`src/hdl/can_btl_pkg.sv`:
```
// Constants for the CAN bit timing and synchronisation block.
// Assumes an 8-bit register port with byte addresses and one oscillator clock.
package can_btl_pkg;

    // Register addresses
    localparam logic [7:0] ADDR_CONFIG_THREE = 8'h28;
    localparam logic [7:0] ADDR_CONFIG_TWO   = 8'h29;
    localparam logic [7:0] ADDR_CONFIG_ONE   = 8'h2a;

    // Reset values
    localparam logic [7:0] RST_CONFIG_ONE   = 8'h00;
    localparam logic [7:0] RST_CONFIG_TWO   = 8'h00;
    localparam logic [7:0] RST_CONFIG_THREE = 8'h00;

    // Writable bits of the third register; the rest read zero
    localparam logic [7:0] CONFIG_THREE_MASK = 8'h47;

    // Field layout of bit_timing_config_one
    localparam int PRESC_LSB = 0;
    localparam int PRESC_W   = 6;
    localparam int JUMP_LSB  = 6;
    localparam int JUMP_W    = 2;

    // Field layout of bit_timing_config_two
    localparam int PROP_LSB     = 0;
    localparam int PHASE1_LSB   = 3;
    localparam int TRIPLE_BIT   = 6;
    localparam int PH2_SRC_BIT  = 7;
    localparam int SEG_FIELD_W  = 3;

    // Field layout of bit_timing_config_three
    localparam int PHASE2_LSB = 0;
    localparam int WAKE_BIT   = 6;

    // Quantum counts; wide enough for a lengthened phase segment 1
    localparam int          TQ_W       = 5;
    localparam logic [4:0]  SYNC_TQ    = 5'h01;
    localparam logic [4:0]  IPT_TQ     = 5'h02;

    // Recessive bus level
    localparam logic        RECESSIVE  = 1'b1;

    typedef enum logic [1:0] {
        SEG_SYNC,
        SEG_PROP,
        SEG_PHASE1,
        SEG_PHASE2
    } seg_t;

endpackage

```
`src/hdl/can_btl_cfg_if.sv`:
```
// Configuration fields passed from the register file to the timing core.
// Assumes both ends run on the same clock.
`timescale 1ns/10ps
interface can_btl_cfg_if;
    import can_btl_pkg::*;

    logic [PRESC_W-1:0]     quantum_prescaler;
    logic [JUMP_W-1:0]      jump_width_field;
    logic                   triple_sample_sel;
    logic                   phase2_source_sel;
    logic [SEG_FIELD_W-1:0] phase1_len_field;
    logic [SEG_FIELD_W-1:0] prop_len_field;
    logic [SEG_FIELD_W-1:0] phase2_len_field;
    logic                   wake_filter_en;

    modport regs (
        output quantum_prescaler,
        output jump_width_field,
        output triple_sample_sel,
        output phase2_source_sel,
        output phase1_len_field,
        output prop_len_field,
        output phase2_len_field,
        output wake_filter_en
    );

    modport core (
        input  quantum_prescaler,
        input  jump_width_field,
        input  triple_sample_sel,
        input  phase2_source_sel,
        input  phase1_len_field,
        input  prop_len_field,
        input  phase2_len_field,
        input  wake_filter_en
    );
endinterface

```
`src/hdl/can_btl_regs.sv`:
```
// Three bit timing configuration registers with a registered read port.
// Assumes config_mode_i comes from mode control on the same clock.
`timescale 1ns/10ps
module can_btl_regs (
    // Clock and reset
    input  wire logic       clock_i,
    input  wire logic       sys_rst_i,
    // Register port
    input  wire logic [7:0] reg_addr_i,
    input  wire logic       reg_wr_i,
    input  wire logic [7:0] reg_wdata_i,
    input  wire logic       config_mode_i,
    output logic      [7:0] reg_rdata_o,
    // Fields to the core
    can_btl_cfg_if.regs     cfg
);
    import can_btl_pkg::*;

    logic [7:0] config_one_q;
    logic [7:0] config_two_q;
    logic [7:0] config_three_q;

    // Writes outside configuration mode are dropped silently
    always_ff @(posedge clock_i) begin
        if (sys_rst_i) begin
            config_one_q   <= RST_CONFIG_ONE;
            config_two_q   <= RST_CONFIG_TWO;
            config_three_q <= RST_CONFIG_THREE;
        end else if (reg_wr_i && config_mode_i) begin
            if (reg_addr_i == ADDR_CONFIG_ONE) begin
                config_one_q <= reg_wdata_i;
            end
            if (reg_addr_i == ADDR_CONFIG_TWO) begin
                config_two_q <= reg_wdata_i;
            end
            if (reg_addr_i == ADDR_CONFIG_THREE) begin
                config_three_q <= reg_wdata_i & CONFIG_THREE_MASK;
            end
        end
    end

    // Unmapped addresses read zero
    always_ff @(posedge clock_i) begin
        if (sys_rst_i) begin
            reg_rdata_o <= 8'h00;
        end else begin
            unique case (reg_addr_i)
                ADDR_CONFIG_ONE:   reg_rdata_o <= config_one_q;
                ADDR_CONFIG_TWO:   reg_rdata_o <= config_two_q;
                ADDR_CONFIG_THREE: reg_rdata_o <= config_three_q;
                default:           reg_rdata_o <= 8'h00;
            endcase
        end
    end

    assign cfg.quantum_prescaler = config_one_q[PRESC_LSB +: PRESC_W];
    assign cfg.jump_width_field  = config_one_q[JUMP_LSB +: JUMP_W];
    assign cfg.prop_len_field    = config_two_q[PROP_LSB +: SEG_FIELD_W];
    assign cfg.phase1_len_field  = config_two_q[PHASE1_LSB +: SEG_FIELD_W];
    assign cfg.triple_sample_sel = config_two_q[TRIPLE_BIT];
    assign cfg.phase2_source_sel = config_two_q[PH2_SRC_BIT];
    assign cfg.phase2_len_field  = config_three_q[PHASE2_LSB +: SEG_FIELD_W];
    assign cfg.wake_filter_en    = config_three_q[WAKE_BIT];

endmodule

```
`src/hdl/can_bit_timing_sync.sv`:
```
// CAN bit timing and synchronisation: quantum prescaler, bit segment
// sequencer, hard sync and resync with jump width limit, single or
// triple sampling of the receive pin.
// Assumes bus_idle_i and tx_dominant_i come from protocol logic on clock_i,
// and the receive pin is asynchronous.
`timescale 1ns/10ps
module can_bit_timing_sync #(
    parameter int PRESC_WIDTH = can_btl_pkg::PRESC_W
) (
    // Clock and reset
    input  wire logic       clock_i,
    input  wire logic       sys_rst_i,
    // Register port
    input  wire logic [7:0] reg_addr_i,
    input  wire logic       reg_wr_i,
    input  wire logic [7:0] reg_wdata_i,
    input  wire logic       config_mode_i,
    output logic      [7:0] reg_rdata_o,
    // Bus side
    input  wire logic       bus_receive_pin_i,
    input  wire logic       bus_idle_i,
    input  wire logic       tx_dominant_i,
    // Timing outputs
    output logic            sample_strobe_o,
    output logic            rx_bit_o,
    output logic            bit_start_o,
    output logic            hard_sync_o,
    output logic            resync_o,
    output logic            wake_filter_en_o
);
    import can_btl_pkg::*;

    // The prescaler field is fixed by the register layout
    if (PRESC_WIDTH != PRESC_W) begin : g_presc_check
        $error("PRESC_WIDTH must match the prescaler field width");
    end

    can_btl_cfg_if cfg ();

    can_btl_regs u_regs (
        .clock_i       (clock_i),
        .sys_rst_i     (sys_rst_i),
        .reg_addr_i    (reg_addr_i),
        .reg_wr_i      (reg_wr_i),
        .reg_wdata_i   (reg_wdata_i),
        .config_mode_i (config_mode_i),
        .reg_rdata_o   (reg_rdata_o),
        .cfg           (cfg.regs)
    );

    // Field value plus one, at quantum counter width
    function automatic logic [TQ_W-1:0] seg_len(input logic [SEG_FIELD_W-1:0] field);
        seg_len = TQ_W'({2'b00, field}) + TQ_W'(1);
    endfunction

    // Majority of three
    function automatic logic majority(input logic a, input logic b, input logic c);
        majority = (a & b) | (a & c) | (b & c);
    endfunction

    // Receive pin synchroniser and edge history
    logic rx_meta_q;
    logic rx_sync_q;
    logic rx_prev_q;

    always_ff @(posedge clock_i) begin
        if (sys_rst_i) begin
            rx_meta_q <= RECESSIVE;
            rx_sync_q <= RECESSIVE;
        end else begin
            rx_meta_q <= bus_receive_pin_i;
            rx_sync_q <= rx_meta_q;
        end
    end

    // Recessive after reset, so no false edge follows reset
    always_ff @(posedge clock_i) begin
        if (sys_rst_i) begin
            rx_prev_q <= RECESSIVE;
        end else begin
            rx_prev_q <= rx_sync_q;
        end
    end

    // Segment lengths from the configuration
    logic [TQ_W-1:0] prop_len;
    logic [TQ_W-1:0] phase1_len;
    logic [TQ_W-1:0] phase2_len;
    logic [TQ_W-1:0] jump_len;

    always_comb begin
        prop_len   = seg_len(cfg.prop_len_field);
        phase1_len = seg_len(cfg.phase1_len_field);
        jump_len   = TQ_W'(cfg.jump_width_field) + TQ_W'(1);
        if (cfg.phase2_source_sel) begin
            phase2_len = seg_len(cfg.phase2_len_field);
        end else if (phase1_len > IPT_TQ) begin
            phase2_len = phase1_len;
        end else begin
            phase2_len = IPT_TQ;
        end
    end

    // Prescaler: half-quantum ticks, so triple sampling can use them.
    // A smaller prescaler written mid-count wraps once; writes only
    // happen in configuration mode, so one odd quantum is accepted.
    logic [PRESC_WIDTH-1:0] presc_q;
    logic                   half_q;
    logic                   half_tick;
    logic                   tq_tick;
    logic                   restart;

    assign half_tick = (presc_q == cfg.quantum_prescaler);
    assign tq_tick   = half_tick & half_q;

    always_ff @(posedge clock_i) begin
        if (sys_rst_i || restart) begin
            presc_q <= '0;
            half_q  <= 1'b0;
        end else if (half_tick) begin
            presc_q <= '0;
            half_q  <= ~half_q;
        end else begin
            presc_q <= presc_q + PRESC_WIDTH'(1);
        end
    end

    // Segment sequencer state
    seg_t            seg_q;
    logic [TQ_W-1:0] tq_cnt_q;
    logic [TQ_W-1:0] phase1_ext_q;
    logic [TQ_W-1:0] phase2_end_q;
    logic            synced_q;
    logic            sampled_q;
    logic [1:0]      hist_q;

    // Synchronisation decisions
    logic            fall_edge;
    logic            edge_usable;
    logic            hard_ev;
    logic            resync_ev;
    logic            sync_ev;
    logic            lengthen;
    logic            shorten;
    logic [TQ_W-1:0] pos_err;
    logic [TQ_W-1:0] neg_err;
    logic [TQ_W-1:0] phase1_total;
    logic            phase1_end;
    logic            phase2_end;
    logic            seg_end;
    logic            sample_val;

    assign phase1_total = phase1_len + phase1_ext_q;

    always_comb begin
        fall_edge   = (rx_prev_q == RECESSIVE) && (rx_sync_q != RECESSIVE);
        edge_usable = fall_edge && (sampled_q != rx_sync_q) && !synced_q;
        hard_ev     = 1'b0;
        resync_ev   = 1'b0;
        lengthen    = 1'b0;
        shorten     = 1'b0;
        pos_err     = '0;
        neg_err     = '0;
        if (seg_q == SEG_PROP) begin
            pos_err = tq_cnt_q + TQ_W'(1);
        end else if (seg_q == SEG_PHASE1) begin
            pos_err = prop_len + tq_cnt_q + TQ_W'(1);
        end
        if (seg_q == SEG_PHASE2) begin
            neg_err = phase2_end_q - tq_cnt_q;
        end
        if (fall_edge && bus_idle_i && !synced_q) begin
            hard_ev = 1'b1;
        end else if (edge_usable && !bus_idle_i) begin
            unique case (seg_q)
                SEG_SYNC: begin
                    // Zero error: nothing to correct, but the bit is spent
                    resync_ev = 1'b1;
                end
                SEG_PROP, SEG_PHASE1: begin
                    if (!tx_dominant_i) begin
                        resync_ev = 1'b1;
                        lengthen  = (pos_err > jump_len);
                    end
                end
                SEG_PHASE2: begin
                    resync_ev = 1'b1;
                    shorten   = (neg_err > jump_len);
                end
            endcase
        end
        sync_ev = hard_ev | resync_ev;
        // Small error restarts the bit exactly like a hard sync
        restart = hard_ev | (resync_ev && (seg_q != SEG_SYNC)
                  && !lengthen && !shorten);
    end

    always_comb begin
        phase1_end = (seg_q == SEG_PHASE1) && (tq_cnt_q == phase1_total - TQ_W'(1))
                     && !lengthen;
        phase2_end = (seg_q == SEG_PHASE2) && (tq_cnt_q == phase2_end_q - TQ_W'(1));
        unique case (seg_q)
            SEG_SYNC:   seg_end = (tq_cnt_q == SYNC_TQ - TQ_W'(1));
            SEG_PROP:   seg_end = (tq_cnt_q == prop_len - TQ_W'(1));
            SEG_PHASE1: seg_end = phase1_end;
            SEG_PHASE2: seg_end = phase2_end;
        endcase
    end

    // Segment sequencing
    always_ff @(posedge clock_i) begin
        if (sys_rst_i) begin
            seg_q    <= SEG_SYNC;
            tq_cnt_q <= '0;
        end else if (restart) begin
            seg_q    <= SEG_SYNC;
            tq_cnt_q <= '0;
        end else if (tq_tick) begin
            if (seg_end) begin
                tq_cnt_q <= '0;
                unique case (seg_q)
                    SEG_SYNC:   seg_q <= SEG_PROP;
                    SEG_PROP:   seg_q <= SEG_PHASE1;
                    SEG_PHASE1: seg_q <= SEG_PHASE2;
                    SEG_PHASE2: seg_q <= SEG_SYNC;
                endcase
            end else begin
                tq_cnt_q <= tq_cnt_q + TQ_W'(1);
            end
        end
    end

    // Phase segment 1 extension, held until the sample point
    always_ff @(posedge clock_i) begin
        if (sys_rst_i || restart) begin
            phase1_ext_q <= '0;
        end else if (lengthen) begin
            phase1_ext_q <= jump_len;
        end else if (tq_tick && phase1_end) begin
            phase1_ext_q <= '0;
        end
    end

    // Phase segment 2 length, latched at the sample point
    always_ff @(posedge clock_i) begin
        if (sys_rst_i) begin
            phase2_end_q <= IPT_TQ;
        end else if (shorten) begin
            phase2_end_q <= phase2_end_q - jump_len;
        end else if (tq_tick && phase1_end) begin
            phase2_end_q <= phase2_len;
        end
    end

    // One sync per bit; a new sync wins over the clear at bit start
    always_ff @(posedge clock_i) begin
        if (sys_rst_i) begin
            synced_q <= 1'b0;
        end else if (sync_ev) begin
            synced_q <= 1'b1;
        end else if (tq_tick && phase2_end) begin
            synced_q <= 1'b0;
        end
    end

    // History at half-quantum spacing for the majority vote
    always_ff @(posedge clock_i) begin
        if (sys_rst_i) begin
            hist_q <= {RECESSIVE, RECESSIVE};
        end else if (half_tick) begin
            hist_q <= {hist_q[0], rx_sync_q};
        end
    end

    assign sample_val = cfg.triple_sample_sel ? majority(hist_q[1], hist_q[0], rx_sync_q)
                                              : rx_sync_q;

    always_ff @(posedge clock_i) begin
        if (sys_rst_i) begin
            sampled_q <= RECESSIVE;
        end else if (tq_tick && phase1_end && !restart) begin
            sampled_q <= sample_val;
        end
    end

    // Sample point outputs
    always_ff @(posedge clock_i) begin
        if (sys_rst_i) begin
            sample_strobe_o  <= 1'b0;
            rx_bit_o         <= RECESSIVE;
        end else begin
            sample_strobe_o  <= tq_tick && phase1_end && !restart;
            rx_bit_o         <= sampled_q;
        end
    end

    // Synchronisation pulses
    always_ff @(posedge clock_i) begin
        if (sys_rst_i) begin
            bit_start_o      <= 1'b0;
            hard_sync_o      <= 1'b0;
            resync_o         <= 1'b0;
        end else begin
            bit_start_o      <= restart || (tq_tick && phase2_end);
            hard_sync_o      <= hard_ev;
            resync_o         <= resync_ev;
        end
    end

    // Configuration copy
    always_ff @(posedge clock_i) begin
        if (sys_rst_i) begin
            wake_filter_en_o <= 1'b0;
        end else begin
            wake_filter_en_o <= cfg.wake_filter_en;
        end
    end

    // Software is trusted to keep segment lengths consistent; not checked
    // here, a bad setting just gives a mistimed bit.

endmodule

```
`config.mk`:
```
export PLATFORM = sky130hd
export DESIGN_NAME = can_bit_timing_sync
export DESIGN_NICKNAME = d
export VERILOG_FILES = /design/src/hdl/can_btl_pkg.sv /design/src/hdl/can_btl_cfg_if.sv /design/src/hdl/can_btl_regs.sv /design/src/hdl/can_bit_timing_sync.sv
export SDC_FILE = /design/constraint.sdc
export NUM_CORES = 1
export LEC_CHECK = 0
export BUFFER_PORTS_ARGS = -buffer_cell sky130_fd_sc_hd__buf_4
export CAP_MARGIN = 20
export CORE_MARGIN = 2
export CORE_UTILIZATION = 60
export DETAILED_ROUTE_END_ITERATION = 8
export GPL_TIMING_DRIVEN = 0
export PLACE_DENSITY = 0.83
export SYNTH_ARGS = -nofsm -noshare
export SYNTH_HDL_FRONTEND = slang
export SYNTH_HIERARCHICAL = 1
export SYNTH_SLANG_ARGS = --single-unit
```
`constraint.sdc`:
```
create_clock -name clock_i -period 8.4 [get_ports clock_i]
set_input_delay 0.42 -clock clock_i [delete_from_list [all_inputs] [get_ports clock_i]]
set_output_delay 0.42 -clock clock_i [all_outputs]
set_load 0.1 [all_outputs]
```
==> impl_metrics.env <==
export IMPL_diodes=0
export IMPL_crit_path_max_fanout=10
export IMPL_setup_viol=0
export IMPL_cp_arrival_ns=4.24
export IMPL_slew_headroom=0.445
export IMPL_htreeDepth=3
export IMPL_cts_tree="built"
export IMPL_grt_max_degree=12
export IMPL_synth_nets=509
export IMPL_async_reset_ff_frac=0
export IMPL_start_util=0.628
export IMPL_critPathKind="flop to flop"
export IMPL_numCtsBuffers=9
export IMPL_cts_setup_buffers=0
export IMPL_nNetsFinal=555
export IMPL_timing_fmax_mhz=248
export IMPL_dr_first_iter_drc_count=255
export IMPL_syn_area_per_cell_um2=9.00
export IMPL_regArea_um2=1260
export IMPL_wl_um=9340
export IMPL_synth_area_um2=4030
export IMPL_powerDensity_nw_per_um2=142
export IMPL_rsz0062_at_grt="false"
export IMPL_post_drt_via_cell_ratio=5.75
export IMPL_drive_gt1_frac=0.167
export IMPL_fillCellCount=498
export IMPL_status="finished clean"
export IMPL_multi_input_area_um2=2570
export IMPL_grt_first_pass_wirelength_um=15600
export IMPL_io_buffers=35
export IMPL_crit_path_top_delay_cell="dfxtp_1"
export IMPL_tightest_slew_ns=0.827
export IMPL_dr_pass1_iters=4
export IMPL_globalRouteOverflowTotal=0
export IMPL_yosys_warnings=6
export IMPL_ir_drop_mv=0.132
export IMPL_whs_ns=0.251
export IMPL_path_cells="ha_1 > fa_1 > nand2_1 > o21ai_0 > ha_1 > nor2b_1 > o21ai_0 > a32oi_1 > a2111o_2 > nand2_1 > a311o_1 > buf_2 > nor3_1"
export IMPL_mostFrequentLayoutCells="dfxtp_1, buf_4, ha_1"
export IMPL_drv_cap=0
export IMPL_vias=3309
export IMPL_final_common_cell="dfxtp_1"
export IMPL_synthCells=448
export IMPL_placementRows=29
export IMPL_required_ns=8.60
export IMPL_hold_class="primary input to flop"
export IMPL_hold_viol=0
export IMPL_cpPeakStageDelay_ns=0.57
export IMPL_drv_slew=0
export IMPL_grt_pass1_vias=3302
export IMPL_io_pins=37
export IMPL_drtAntennaViolNets=0
export IMPL_cts_root_buf="clkbuf_8"
export IMPL_setup_tns_ns=0
export IMPL_area_growth_pct=13.5
export IMPL_ys_seq_area_frac=0.313
export IMPL_period_minus_slack_ns=4.03
export IMPL_grt_use_total=0.271
export IMPL_clk_path_buf_depth=2
export IMPL_antenna_found_initial=0
export IMPL_p_total_mw=0.651
export IMPL_clk_pin_slew_worst_paths_ns=0.07
export IMPL_synth_edf_count=0
export IMPL_leakagePower_nw=1.89
export IMPL_die_w_um=86.0
export IMPL_fin_util=0.713
export IMPL_fp_dieH_um=86.0
export IMPL_hpwl_um=7190
export IMPL_die_area_um2=7390
export IMPL_final_cells=575
export IMPL_routedWlPerCell_um=16.2
export IMPL_cts_sinks=63
export IMPL_finClkSkew_ns=0.00929
export IMPL_core_um2=6420
export IMPL_place_congestion=0.822
export IMPL_post_route_period_util=0.480
export IMPL_start_kind="flop"
export IMPL_cts_hold_buf=0
export IMPL_cts_resized=0
export IMPL_ys_ff_latch=63
export IMPL_ys_dominant_reg_cell="dfxtp_1"
export IMPL_end_kind="flop"
export IMPL_placedCellCount=560
export IMPL_synth_cell_types=63
export IMPL_drc=0
export IMPL_rrSetupSlack_ns=4.37
export IMPL_clock_latency_ns=0.35
through the flow:
step | area [um^2] | setup slack, ns
after floorplan | 4030 | 4.96
after global placement | 4390 | 4.51
after detailed placement | 4390 | 4.41
after CTS | 4580 | 4.39
after global routing | 4580 | 4.13
final | 4580 | 4.37
final cells by class:
| cell class | count | share of cell area |
|---|---|---|
| Sequential cell | 63 | 0.276 |
| Multi-Input combinational cell | 338 | 0.561 |
| Inverter | 33 | 0.0282 |
| Tap cell | 77 | 0.0210 |
| Timing Repair Buffer | 35 | 0.0574 |
| Buffer | 14 | 0.0161 |
| Clock buffer | 9 | 0.0271 |
| Clock inverter | 6 | 0.0137 |
state kept, by name, summed over array words and instances (netlist names), 2 cells and up:
| name | cells |
|---|---|
| u_regs/reg_rdata_o | 8 |
| u_regs/config_one_q | 8 |
| seg_q | 2 |
| u_regs/config_three_q | 4 |
| tq_cnt_q | 5 |
| hist_q | 2 |
| phase2_end_q | 5 |
| presc_q | 6 |
| u_regs/config_two_q | 8 |
| phase1_ext_q | 3 |
critical path: cells and delay by family, from the launching register on:
kind,cells,cell delay [ns]
buf+inv,1,0.32
flops,1,0.57
compound gates,5,1.33
fa+ha+maj,3,1.19
simple gates,4,0.46
layer usage:
layer,track usage,routed length (um),vias to the layer above
met5,0,0,-
met4,0.108,127,0
met3,0.0491,470,12
met2,0.452,4720,90
met1,0.344,4020,1556
li1,-,-,1651
path summary, 6_finish.rpt:
path                                    to  cells past startpoint                   start
worst min register to register   rx_sync_q                      1               rx_meta_q
worst max register to register  presc_q[4]                     13  u_regs/config_two_q[0]
worst min-delay path             rx_meta_q                      2       bus_receive_pin_i
worst max-delay path            presc_q[4]                     13  u_regs/config_two_q[0]
cell families after synthesis:
group	after synthesis	share of synthesized area
simple gates	153	0.212
compound gates	75	0.129
flops	63	0.313
buf+inv	47	0.0503
fa+ha+maj	39	0.128
xor+xnor	37	0.0822
mux	34	0.0860
power by group:
part	total (mW)	internal (mW)	switching (mW)
Combinational	0.0886	0.0358	0.0529
Sequential	0.307	0.303	0.00453
Clock	0.255	0.134	0.121
cell usage after synthesis (6+ instances only):
library cell,instances,share of area
nor2_1,24,0.022
clkbuf_1,6,0.0056
nand2_1,27,0.025
xnor2_1,22,0.048
a31oi_1,7,0.011
a21o_1,6,0.011
nand2b_1,32,0.050
nor3_1,11,0.014
ha_1,34,0.11
a21oi_1,23,0.029
xor2_1,14,0.030
mux2i_1,32,0.079
nand3_1,18,0.022
inv_1,32,0.030
o21ai_0,11,0.014
dfxtp_1,63,0.31
Note: power is estimated with default switching activity, not from simulation.
